### src/rtl/afc_pkg.sv
// Constants, field layout and state type of the AM front-end configuration block.
// Assumes a single 40 MHz system clock; used by the top-level design file of the block and by the bench.
package afc_pkg;

	// ****************************************
	// Register layout
	// ****************************************
	localparam int CFG_W = 24;
	localparam logic [7:0] CFG_INDEX = 8'h00;
	localparam logic [23:0] CFG_RESET = 24'h00_0001;
	localparam int MIX_LSB = 0;
	localparam int MIX_MSB = 1;
	localparam int PIN_EXT_BIT = 12;
	localparam int AGC_PIN_ONLY_BIT = 13;
	localparam int TC_LSB = 14;
	localparam int TC_MSB = 15;
	localparam int THR_LSB = 16;
	localparam int THR_MSB = 18;
	localparam int ATTACK_BIT = 21;

	// ****************************************
	// Field encodings
	// ****************************************
	localparam logic [1:0] MIX_IN1 = 2'h1;
	localparam logic [1:0] MIX_IN2 = 2'h2;
	localparam logic [1:0] TC_SLOW = 2'h0;
	localparam logic [1:0] TC_MED = 2'h1;
	localparam logic [1:0] TC_UNDEF = 2'h2;
	localparam logic [1:0] TC_FAST = 2'h3;
	localparam int TC_SLOW_MS = 125;
	localparam int TC_MED_MS = 25;
	localparam int TC_FAST_MS = 5;
	localparam logic [6:0] THR_BASE_DBUV = 7'h5a;

	// ****************************************
	// Serial port and timing
	// ****************************************
	localparam logic BOOT_SPI = 1'b1;
	localparam logic [3:0] BYTE_BITS = 4'h8;
	localparam logic [3:0] LAST_BIT = 4'h7;
	localparam logic [1:0] LAST_BYTE = 2'h2;
	localparam logic [5:0] PIN_IDLE = 6'h19;
	localparam int CLK_NS = 25;
	localparam int LATCH_NS = 10000;
	localparam logic [15:0] LATCH_CYC = 16'((LATCH_NS + CLK_NS - 1) / CLK_NS);

	typedef enum logic [2:0] {ST_IDLE, ST_DEV, ST_REG, ST_DATA, ST_IGNORE} afc_state_e;

endpackage

### src/rtl/afc_pin_sync.sv
// Three-stage synchroniser for a group of pins with agreement filter.
// Assumes the pins are asynchronous to clk; the output moves once stages two and three agree.
`timescale 1ns/1ps
module afc_pin_sync #(
	parameter int W = 6,
	parameter logic [W-1:0] INIT = '0
) (
	// Clock and reset
	input wire logic clk,
	input wire logic sys_rst,
	// Pins and filtered result
	input wire logic [W-1:0] pin_in,
	output logic [W-1:0] pin_out
);

	logic [W-1:0] ff1;
	logic [W-1:0] ff2;
	logic [W-1:0] ff3;
	logic [W-1:0] next_out;

	generate
		for (genvar i = 0; i < W; i++)
		begin : g_bit
			assign next_out[i] = (ff2[i] == ff3[i]) ? ff3[i] : pin_out[i];
		end
	endgenerate

	always_ff @(posedge clk)
	begin
		if (sys_rst)
		begin
			ff1 <= INIT;
			ff2 <= INIT;
			ff3 <= INIT;
			pin_out <= INIT;
		end
		else
		begin
			ff1 <= pin_in;
			ff2 <= ff1;
			ff3 <= ff2;
			pin_out <= next_out;
		end
	end

endmodule

### src/rtl/afc_cfg_top.sv
// AM front-end configuration register with its serial control port (I2C or SPI).
// Assumes boot_sel is held for the latch time after reset; all pins are asynchronous.
`timescale 1ns/1ps
// Notes on behaviour
// One 24-bit register at index zero
// Bits one-zero pick AM mixer input
// Two-bit AGC time constant, code 10 undefined
// Three-bit threshold maps to 87..93 dBuV
// Attack bit: normal cleared, fast set
// Host keeps undocumented bits at driver values
// PIN diode source and AGC mode bits
// Reached over I2C or SPI per boot
module afc_cfg_top #(
	parameter logic [6:0] DEV_ADDR = 7'h2a // Arbitrary bus address
) (
	// Clock and reset
	input wire logic clk,
	input wire logic sys_rst,
	// Boot strap
	input wire logic boot_sel,
	// I2C pins
	input wire logic scl,
	input wire logic sda_in,
	output logic sda_out,
	output logic sda_oe,
	// SPI pins
	input wire logic sck,
	input wire logic mosi,
	input wire logic cs_n,
	output logic miso_out,
	output logic miso_oe,
	// Configuration outputs
	output logic [afc_pkg::CFG_W-1:0] cfg_word,
	output logic [1:0] mixer_sel,
	output logic pin_external,
	output logic agc_pin_only,
	output logic [1:0] agc_tc,
	output logic agc_tc_undefined,
	output logic [6:0] agc_thr_dbuv,
	output logic agc_fast_attack,
	output logic bus_mode_spi,
	output logic boot_done
);
	import afc_pkg::*;

	// ****************************************
	// Pin filtering and boot latch
	// ****************************************
	logic [5:0] pins_f;
	logic boot_f, scl_f, sda_f, sck_f, mosi_f, cs_n_f;
	logic [15:0] latch_cnt, next_latch_cnt;
	logic next_boot_done, next_mode_spi;

	afc_pin_sync #(.W(6), .INIT(PIN_IDLE)) u_sync (
		.clk(clk),
		.sys_rst(sys_rst),
		.pin_in({boot_sel, scl, sda_in, sck, mosi, cs_n}),
		.pin_out(pins_f)
	);
	assign {boot_f, scl_f, sda_f, sck_f, mosi_f, cs_n_f} = pins_f;

	always_comb
	begin
		next_latch_cnt = latch_cnt;
		next_boot_done = boot_done;
		next_mode_spi = bus_mode_spi;
		if (!boot_done)
		begin
			if (latch_cnt == LATCH_CYC)
			begin
				next_boot_done = 1'b1;
				next_mode_spi = (boot_f == BOOT_SPI);
			end
			else
				next_latch_cnt = 16'(latch_cnt + 16'h0001);
		end
	end

	always_ff @(posedge clk)
	begin
		if (sys_rst)
		begin
			latch_cnt <= 16'h0000;
			boot_done <= 1'b0;
			bus_mode_spi <= 1'b0;
		end
		else
		begin
			latch_cnt <= next_latch_cnt;
			boot_done <= next_boot_done;
			bus_mode_spi <= next_mode_spi;
		end
	end

	// ****************************************
	// Serial engine
	// ****************************************
	afc_state_e st, next_st;
	logic [3:0] bitcnt, next_bitcnt;
	logic [7:0] shreg, next_shreg, ptr, next_ptr, byte_in;
	logic [15:0] acc, next_acc;
	logic [23:0] tx, next_tx, wr_word, next_cfg;
	logic [1:0] byte_n, next_byte_n;
	logic rd, next_rd, ack, next_ack, sda_low, next_sda_low, next_miso;
	logic clk_prev, sda_prev, cs_prev, next_clk_prev, next_sda_prev, next_cs_prev;
	logic bus_clk, din, rise, fall, active, commit;

	function automatic logic [23:0] read_word(input logic [7:0] p, input logic [23:0] c);
		return (p == CFG_INDEX) ? c : 24'h00_0000;
	endfunction

	assign bus_clk = bus_mode_spi ? sck_f : scl_f;
	assign din = bus_mode_spi ? mosi_f : sda_f;
	assign rise = boot_done && bus_clk && !clk_prev;
	assign fall = boot_done && !bus_clk && clk_prev;
	assign active = (st == ST_DEV) || (st == ST_REG) || (st == ST_DATA);
	assign byte_in = {shreg[6:0], din};
	assign wr_word = {acc, byte_in};

	always_comb
	begin
		next_st = st;
		next_bitcnt = bitcnt;
		next_shreg = shreg;
		next_ptr = ptr;
		next_acc = acc;
		next_tx = tx;
		next_byte_n = byte_n;
		next_rd = rd;
		next_ack = ack;
		next_sda_low = sda_low;
		next_miso = miso_out;
		next_clk_prev = boot_done ? bus_clk : clk_prev;
		next_sda_prev = sda_f;
		next_cs_prev = cs_n_f;
		commit = 1'b0;
		if (!boot_done)
			next_st = ST_IDLE;
		else if (!bus_mode_spi && scl_f && sda_prev && !sda_f)
		begin
			next_st = ST_DEV;
			next_bitcnt = 4'h0;
			next_rd = 1'b0;
			next_byte_n = 2'h0;
			next_sda_low = 1'b0;
		end
		else if (!bus_mode_spi && scl_f && !sda_prev && sda_f)
		begin
			next_st = ST_IDLE;
			next_sda_low = 1'b0;
		end
		else if (bus_mode_spi && cs_n_f)
			next_st = ST_IDLE;
		else if (bus_mode_spi && cs_prev)
		begin
			next_st = ST_REG;
			next_bitcnt = 4'h0;
			next_rd = 1'b0;
			next_byte_n = 2'h0;
		end
		else if (rise && active)
		begin
			if (bitcnt == BYTE_BITS)
			begin
				next_bitcnt = 4'h0;
				if (rd && din)
					next_st = ST_IGNORE;
			end
			else
			begin
				next_shreg = byte_in;
				if (rd && st == ST_DATA)
					next_tx = {tx[22:0], 1'b0};
				if (bitcnt == LAST_BIT)
				begin
					next_bitcnt = bus_mode_spi ? 4'h0 : BYTE_BITS;
					next_ack = 1'b0;
					case (st)
						ST_DEV:
						begin
							if (byte_in[7:1] == DEV_ADDR)
							begin
								next_ack = 1'b1;
								next_rd = byte_in[0];
								next_st = byte_in[0] ? ST_DATA : ST_REG;
								next_tx = read_word(ptr, cfg_word);
								next_byte_n = 2'h0;
							end
							else
								next_st = ST_IGNORE;
						end
						ST_REG:
						begin
							next_ptr = bus_mode_spi ? {1'b0, byte_in[6:0]} : byte_in;
							next_rd = bus_mode_spi && byte_in[7];
							next_tx = read_word(next_ptr, cfg_word);
							next_ack = 1'b1;
							next_st = ST_DATA;
							next_byte_n = 2'h0;
						end
						ST_DATA:
						begin
							next_byte_n = (byte_n == LAST_BYTE) ? 2'h0 : 2'(byte_n + 2'h1);
							if (!rd)
							begin
								next_acc = wr_word[15:0];
								next_ack = 1'b1;
								commit = (byte_n == LAST_BYTE) && (ptr == CFG_INDEX);
							end
						end
						default:
							next_st = ST_IGNORE;
					endcase
				end
				else
					next_bitcnt = 4'(bitcnt + 4'h1);
			end
		end
		if (fall && !bus_mode_spi)
			next_sda_low = active && ((bitcnt == BYTE_BITS) ? ack : (rd && st == ST_DATA && !tx[23]));
		if (fall && bus_mode_spi)
			next_miso = tx[23];
	end

	assign next_cfg = commit ? wr_word : cfg_word;

	always_ff @(posedge clk)
	begin
		if (sys_rst)
		begin
			st <= ST_IDLE;
			bitcnt <= 4'h0;
			shreg <= 8'h00;
			ptr <= 8'h00;
			acc <= 16'h0000;
			tx <= 24'h00_0000;
			byte_n <= 2'h0;
			rd <= 1'b0;
			ack <= 1'b0;
			sda_low <= 1'b0;
			miso_out <= 1'b0;
			clk_prev <= 1'b0;
			sda_prev <= 1'b1;
			cs_prev <= 1'b1;
			cfg_word <= CFG_RESET;
		end
		else
		begin
			st <= next_st;
			bitcnt <= next_bitcnt;
			shreg <= next_shreg;
			ptr <= next_ptr;
			acc <= next_acc;
			tx <= next_tx;
			byte_n <= next_byte_n;
			rd <= next_rd;
			ack <= next_ack;
			sda_low <= next_sda_low;
			miso_out <= next_miso;
			clk_prev <= next_clk_prev;
			sda_prev <= next_sda_prev;
			cs_prev <= next_cs_prev;
			cfg_word <= next_cfg;
		end
	end

	// ****************************************
	// Pin drive and field decode
	// ****************************************
	function automatic logic [6:0] thr_dbuv(input logic [2:0] c);
		return c[2] ? 7'(THR_BASE_DBUV - {5'h00, c[1:0]}) : 7'(THR_BASE_DBUV + {5'h00, c[1:0]});
	endfunction

	assign sda_out = 1'b0;
	assign sda_oe = sda_low && !bus_mode_spi;
	assign miso_oe = boot_done && bus_mode_spi && !cs_n_f;
	assign mixer_sel = cfg_word[MIX_MSB:MIX_LSB];
	assign pin_external = cfg_word[PIN_EXT_BIT];
	assign agc_pin_only = cfg_word[AGC_PIN_ONLY_BIT];
	assign agc_tc = cfg_word[TC_MSB:TC_LSB];
	assign agc_tc_undefined = (agc_tc == TC_UNDEF);
	assign agc_thr_dbuv = thr_dbuv(cfg_word[THR_MSB:THR_LSB]);
	assign agc_fast_attack = cfg_word[ATTACK_BIT];
endmodule

### config.mk
export PLATFORM = sky130hd
export DESIGN_NAME = afc_cfg_top
export DESIGN_NICKNAME = d
export VERILOG_FILES = /design/src/rtl/afc_pkg.sv /design/src/rtl/afc_pin_sync.sv /design/src/rtl/afc_cfg_top.sv
export SDC_FILE = /design/constraint.sdc
export NUM_CORES = 1
export LEC_CHECK = 0
export BUFFER_PORTS_ARGS = -buffer_cell sky130_fd_sc_hd__buf_4
export CORE_AREA = 2 2 111 113
export CTS_CLUSTER_DIAMETER = 150
export DETAILED_ROUTE_END_ITERATION = 12
export DIE_AREA = 0 0 113 115
export GPL_TIMING_DRIVEN = 1
export PLACE_DENSITY = 0.67
export SLEW_MARGIN = 20
export SYNTH_ARGS = -nofsm -noshare
export SYNTH_HDL_FRONTEND = slang
export SYNTH_SLANG_ARGS = --single-unit
### constraint.sdc
create_clock -name clk -period 4.39 [get_ports clk]
set_input_delay 0.2195 -clock clk [delete_from_list [all_inputs] [get_ports clk]]
set_output_delay 0.2195 -clock clk [all_outputs]
set_load 0.01 [all_outputs]
==> metrics.txt, run 1 <==
Avg Cell Area, Syn approximately 9.6 µm²; H-tree lvl count 4; Worst Reg-to-Reg Cells 5; Die Span Y 115 µm; top cell type's share of synthesized area 0.477; DRC Markers 5; Reg clk slew, reported paths 50 ps; DRT Pass-1 Iters 9; vias in the first global route 3961; Crit Path Class reg2reg; Total GRT Usage 0.188; Hold EP u_sync.ff1[5]$_SDFF_PP0_; PostCTS Resize Cnt 0; CP endpoint kind flip-flop; CTS buffer count 17; Cells after Synth 598; Post-synth EDFFs 0; crit path DAT approximately 3300 ps; synthesized flop and latch total roughly 140; vias 4327; Layout fillers 1058; Final ANT Viol Nets 0; Max Clock Freq 0.339 GHz; Clock Latency Late Sink between 400 and 500 ps; largest net degree at the start of global routing 60; most frequent cell after synthesis dfxtp_1; Startpoint Class flip-flop; GPL Wtd Cong 0.871; internal reg-to-reg setup slack ~1400 ps; vias per cell between 5 and 6; CP max FO 23; Row Count 40; Slew HR 0.470; Tightest Pin Transition roughly 790 ps; Final Cell Area approximately 0.0067 mm²; r2r endpoint tx[1]$_SDFFE_PP0P_; DRT Wirelength between 10000 and 15000 µm; Final Cycle Share 0.671; hpwl dp 7760 µm; peak supply drop ~0.33 mV; max-cap violations 0; Hold Path Stages 2; Post-synth top flop dfxtp_1; HP Class in2reg; Post-synth top cells 137 x dfxtp_1, 81 x nor2_1, 52 x mux2i_1; setup tns final 0 ps; die area roughly 0.013 mm²; layout cell share with drive strength beyond 1 0.173; pwr dens around 400 mW/mm²; sequential cell area fraction in the yosys report 0.477; n_diodes 0; IO buf count 48; asr flop ratio synth 0; failing checks design-rule violations; total gr overflow 0; worst hold start boot_sel; setup violators final 0; DR iter-0 viols approximately 250; required time of the worst setup path ~4700 ps; Crit Reg-Reg Startpoint bus_mode_spi$_SDFFE_PP0P_; CTS tree yes; status finished, violations left; Final Net Count about 640; post-synth top area cell dfxtp_1; clk sinks between 100 and 150; I/O pin count 53; placed inst area 0.00608 mm²; min cycle time layout between 2000 and 3000 ps; synth-to-layout area growth 16.7%; Clock Tree Buf Depth 2; CTS root buf clkbuf_16; Fin. Hold Viols 0; die width approximately 110 µm; mapped cell area approximately 0.0057 mm²; Unique masters post-synth 66; post-route clock skew 10.1 ps; Leak Pwr slightly above 3 nW; Core Area approximately 0.012 mm²; Initial Util 0.486; Synth warnings 0; first-pass GRT wire length approximately 20000 µm; Synth area leaders dfxtp_1 48%, mux2i_1 9.1%, nor2_1 5.3%, a22o_1 3.5%, a21o_1 2.7%; non-filler cells, final 790; Cells after DPL about 760; WL per Instance 15.0 µm; Slew Limit Fails 0; RSZ-0062 raised after global routing no; initial antenna violation count 0
==> critical path: stages (launching register included) <==
cell and delay (ps):
dfxtp_1 790, mux2i_1 280, nor4_1 700, a41oi_4 500, a22o_1 380, a21o_2 180
==> how the worst max path moves through the flow <==
stage	from	to	depth (start not counted)
5_1_grt	bus_mode_spi$_SDFFE_PP0P_	cfg_word[13]$_SDFFE_PP0P_	6
3_3_place_gp	bus_mode_spi$_SDFFE_PP0P_	tx[3]$_SDFFE_PP0P_	5
2_1_floorplan	bitcnt[0]$_SDFFE_PP0P_	tx[10]$_SDFFE_PP0P_	9
3_5_place_dp	bus_mode_spi$_SDFFE_PP0P_	tx[1]$_SDFFE_PP0P_	5
4_1_cts	bus_mode_spi$_SDFFE_PP0P_	tx[1]$_SDFFE_PP0P_	5
6_report	bus_mode_spi$_SDFFE_PP0P_	tx[1]$_SDFFE_PP0P_	5
==> flip-flops by register name, indices dropped and copies added, names as in the netlist, 2 cells and up <==
signal and cells:
acc 16, bitcnt 4, byte_n 2, cfg_word 24
latch_cnt 16, ptr 8, shreg 7, st 3
tx 24, u_sync.ff1 6, u_sync.ff2 6, u_sync.ff3 6
u_sync.pin_out 6
==> power breakdown <==
group          internal (mW)  total, mW  switching (mW)  leakage [nW]
logic                 0.0159     0.0452          0.0293          1.67
registers               1.25       1.26         0.00533          1.11
clock network          0.891       1.39           0.504         0.290
total                   2.16       2.70           0.538          3.07
==> cells in the final DEF, fill, tap and decap left out, drive strengths merged, types with 7 or more instances in the layout <==
master	n
dfxtp	137
nor2	81
buf	53
mux2i	52
nand2	34
a21oi	26
a21o	24
clkbuf	24
a22o	23
o21ai	18
nor2b	14
xor2	12
inv	11
or2	11
nand3	11
nand4	10
nor3	9
nor4	7
==> per-stage QoR <==
step                utilization  hold slack, ps  setup slack, ps  power, mW
finish                    0.568            17.3             1440       2.70
global route              0.568            9.88             1280       2.78
CTS                       0.567            6.90             1350       2.72
detailed placement        0.515             393             1400       1.33
global placement          0.515             394             1520       1.33
floorplan                     -             323             2240       1.32
==> routing by layer <==
metal | part of all wire | wire [µm] | global-route usage
met1 | 0.46 | 5390 | 0.233
met2 | 0.49 | 5740 | 0.314
met3 | 0.046 | 549 | 0.0585
met4 | 0.012 | 146 | 0.0618
met5 | 0 | 0 | 0
==> logic make-up after synthesis <==
logic type / share of synthesized area
adder cells (fa/ha/maj): 0.0109
multiplexers: 0.0945
AO/OA/AOI/OAI: 0.149
flip-flops: 0.477
buffers and inverters: 0.0531
XOR/XNOR: 0.0259
AND/OR/NAND/NOR: 0.188
other: 0.00131
==> final cells by class <==
cell class,count,area [µm²],share of cell area
sequential,137,2740,0.409
timing repair buffer,56,428,0.0638
clock inverter,8,92.6,0.0138
inverter,11,41.3,0.00616
tap,147,184,0.0274
multi-input combinational,407,2720,0.406
clock buffer,24,492,0.0733
==> what timing repair did <==
item	4_1_cts	5_1_grt
hold endpoints to repair	3	0
setup buffers	0	0
hold buffers	3	0
(Power assumes the default switching activity.)
==> run 2: changes to the inputs <==
==> constraint.sdc (replaced) <==
create_clock -name clk -period 3.1 [get_ports clk]
set_input_delay 0.155 -clock clk [delete_from_list [all_inputs] [get_ports clk]]
set_output_delay 0.155 -clock clk [all_outputs]
set_load 0.01 [all_outputs]
==> metrics.txt, run 2 (synthesis results as in run 1) <==
crit path DAT 2800 ps (-460 ps); die width 113 µm (unchanged); layout cell share with drive strength beyond 1 0.182 (+0.00891); vias in the first global route 4258 (+7.5%); synth-to-layout area growth 18.7%; Final Cycle Share 0.785 (+0.113); initial antenna violation count 0 (unchanged); total gr overflow 0 (unchanged); CP Launch Point bitcnt[0]$_SDFFE_PP0P_; CP max stage cell nor3_1; DR iter-0 viols 241 (-5.1%); DRT Wirelength 12300 µm (+3.7%); Crit path depth 7 (+2); Slew Limit Fails 0 (unchanged); die area 0.0130 mm² (unchanged); RSZ-0062 raised after global routing no; vias per cell 5.51 (+0.52%); Startpoint Class flip-flop; r2r endpoint tx[2]$_SDFFE_PP0P_; failing checks design-rule violations; Final Net Count 650 (+1.1%); Layout fillers 1036 (-2.1%); Max Clock Freq 0.411 GHz (+21%); CP max FO 23 (unchanged); Clock Latency Late Sink 420 ps (about the same); Crit Path Class reg2reg; most common library cell in the layout ignoring fill and taps dfxtp_1; Final Cell Area 0.00682 mm² (+1.7%); required time of the worst setup path 3460 ps (-1240 ps); CP endpoint kind flip-flop; HP Class in2reg; Die Span Y 115 µm (unchanged); post-route clock skew 8.68 ps (-1.42 ps); IO buf count 48 (unchanged); Tightest Pin Transition 796 ps (+3.44 ps); internal reg-to-reg setup slack 670 ps (-780 ps); CTS root buf clkbuf_16; I/O pin count 53 (unchanged); vias 4388 (+1.4%); first-pass GRT wire length 20700 µm (+6.5%); Initial Util 0.486 (unchanged); CTS buffer count 17 (unchanged); Clock Tree Buf Depth 2 (unchanged); Leak Pwr 3.11 nW (+1.5%); Reg clk slew, reported paths 60 ps (about the same); WL per Instance 15.4 µm (+2.8%); Fin. Hold Viols 0 (unchanged); GPL Wtd Cong 0.936 (+7.5%); max-cap violations 0 (unchanged); cell family with most CP delay simple AND/OR/NAND/NOR gates; postcts setup bufs 0 (unchanged); Worst Reg-to-Reg Cells 7 (+2); DRC Markers 5 (unchanged); hpwl dp 8150 µm (+5.0%); DRT Pass-1 Iters 9 (unchanged); peak supply drop 0.629 mV (+93%); Slew HR 0.469 (-0.000580); largest net degree at the start of global routing 82 (+37%); clk sinks 137 (unchanged); total power 4.04 mW (+50%); most frequent cells in the layout 137 x dfxtp_1, 81 x nor2_1, 57 x buf_4; fin util 0.577 (+0.00975); Critical Path End tx[2]$_SDFFE_PP0P_; setup tns final 0 ps (unchanged); Core Area 0.0118 mm² (unchanged); slowest stage delay, CP 470 ps (-320 ps); crit-path cells ha_1, nand3b_1, nor3_1, nand4_1, a2111oi_4, buf_4, a21o_2; setup violators final 0 (unchanged); PostCTS Resize Cnt 0 (unchanged); n_diodes 0 (unchanged); Row Count 40 (unchanged); largest registers cfg_word x24, tx x24; Final ANT Viol Nets 0 (unchanged); CTS tree yes; placed inst area 0.00611 mm² (+0.49%); H-tree lvl count 4 (unchanged); min cycle time layout 2430 ps (-514 ps); Crit Reg-Reg Startpoint bitcnt[0]$_SDFFE_PP0P_; pwr dens 593 mW/mm² (+47%); Bufs and invs on worst path 1 (+1); status finished, violations left; Total GRT Usage 0.201 (+0.0126)
-- run 2: cell count changes in the layout (fill, tap and decap cells not counted), sizes merged --
| cell | previous run | this run |
|---|---|---|
| clkbuf | 24 | 17 |
| buf | 53 | 57 |
| bufinv | 2 | 5 |
| clkinvlp | 1 | 4 |
| dlygate4sd3 | 3 | 6 |
| inv | 11 | 12 |
-- run 2: layout make-up --
cell class | instances | area, µm² | share of cell area
Clock buffer | 17 | 425 | 0.0624
Multi-Input combinational cell | 407 | 2710 | 0.398
Tap cell | 147 | 184 | 0.0270
Inverter | 11 | 41.3 | 0.00606
Timing Repair Buffer | 63 | 488 | 0.0716
Sequential cell | 137 | 2740 | 0.402
Clock inverter | 15 | 225 | 0.0330
-- run 2: repair_timing --
| action | 4_1_cts | 5_1_grt |
|---|---|---|
| setup endpoints to repair | 0 | 0 |
| hold endpoints to repair | 6 | 0 |
| hold buffers | 6 | 0 |
-- run 2: per-stage QoR --
step | hold slack [ps] | worst slack, ps | instances
4_1_cts | 118 | 689 | 797
3_3_place_gp | 341 | 786 | 759
6_report | 131 | 667 | 797
2_1_floorplan | 259 | 949 | 600
3_5_place_dp | 343 | 722 | 759
5_1_grt | 134 | 420 | 797
-- run 2: how the worst min path moves through the flow --
stage          startpoint                  endpoint  slack (ps)  cells after the start
5_1_grt           sys_rst       ptr[5]$_SDFFE_PP0P_         130                      2
2_1_floorplan        cs_n  u_sync.ff1[0]$_SDFF_PP1_         260                      1
4_1_cts           sys_rst       ptr[4]$_SDFFE_PP0P_         120                      2
3_5_place_dp          scl  u_sync.ff1[4]$_SDFF_PP1_         340                      2
3_3_place_gp         cs_n  u_sync.ff1[0]$_SDFF_PP1_         340                      2
6_report          sys_rst    bitcnt[0]$_SDFFE_PP0P_         130                      2
-- run 2: routing by layer --
metal  vias to the layer above  routed length, µm  track usage
li1                       2169                  -            -
met1                      2081               5520        0.247
met2                       121               5920        0.336
met3                        17                560       0.0485
met4                         0                258       0.0911
met5                         -                  0            0
-- run 2: power breakdown --
part	total, mW	switching, mW	leakage [nW]	internal, mW
registers	1.78	0.00750	1.11	1.77
logic	0.0671	0.0419	1.70	0.0252
clock network	2.19	0.765	0.305	1.43
total	4.04	0.814	3.11	3.23
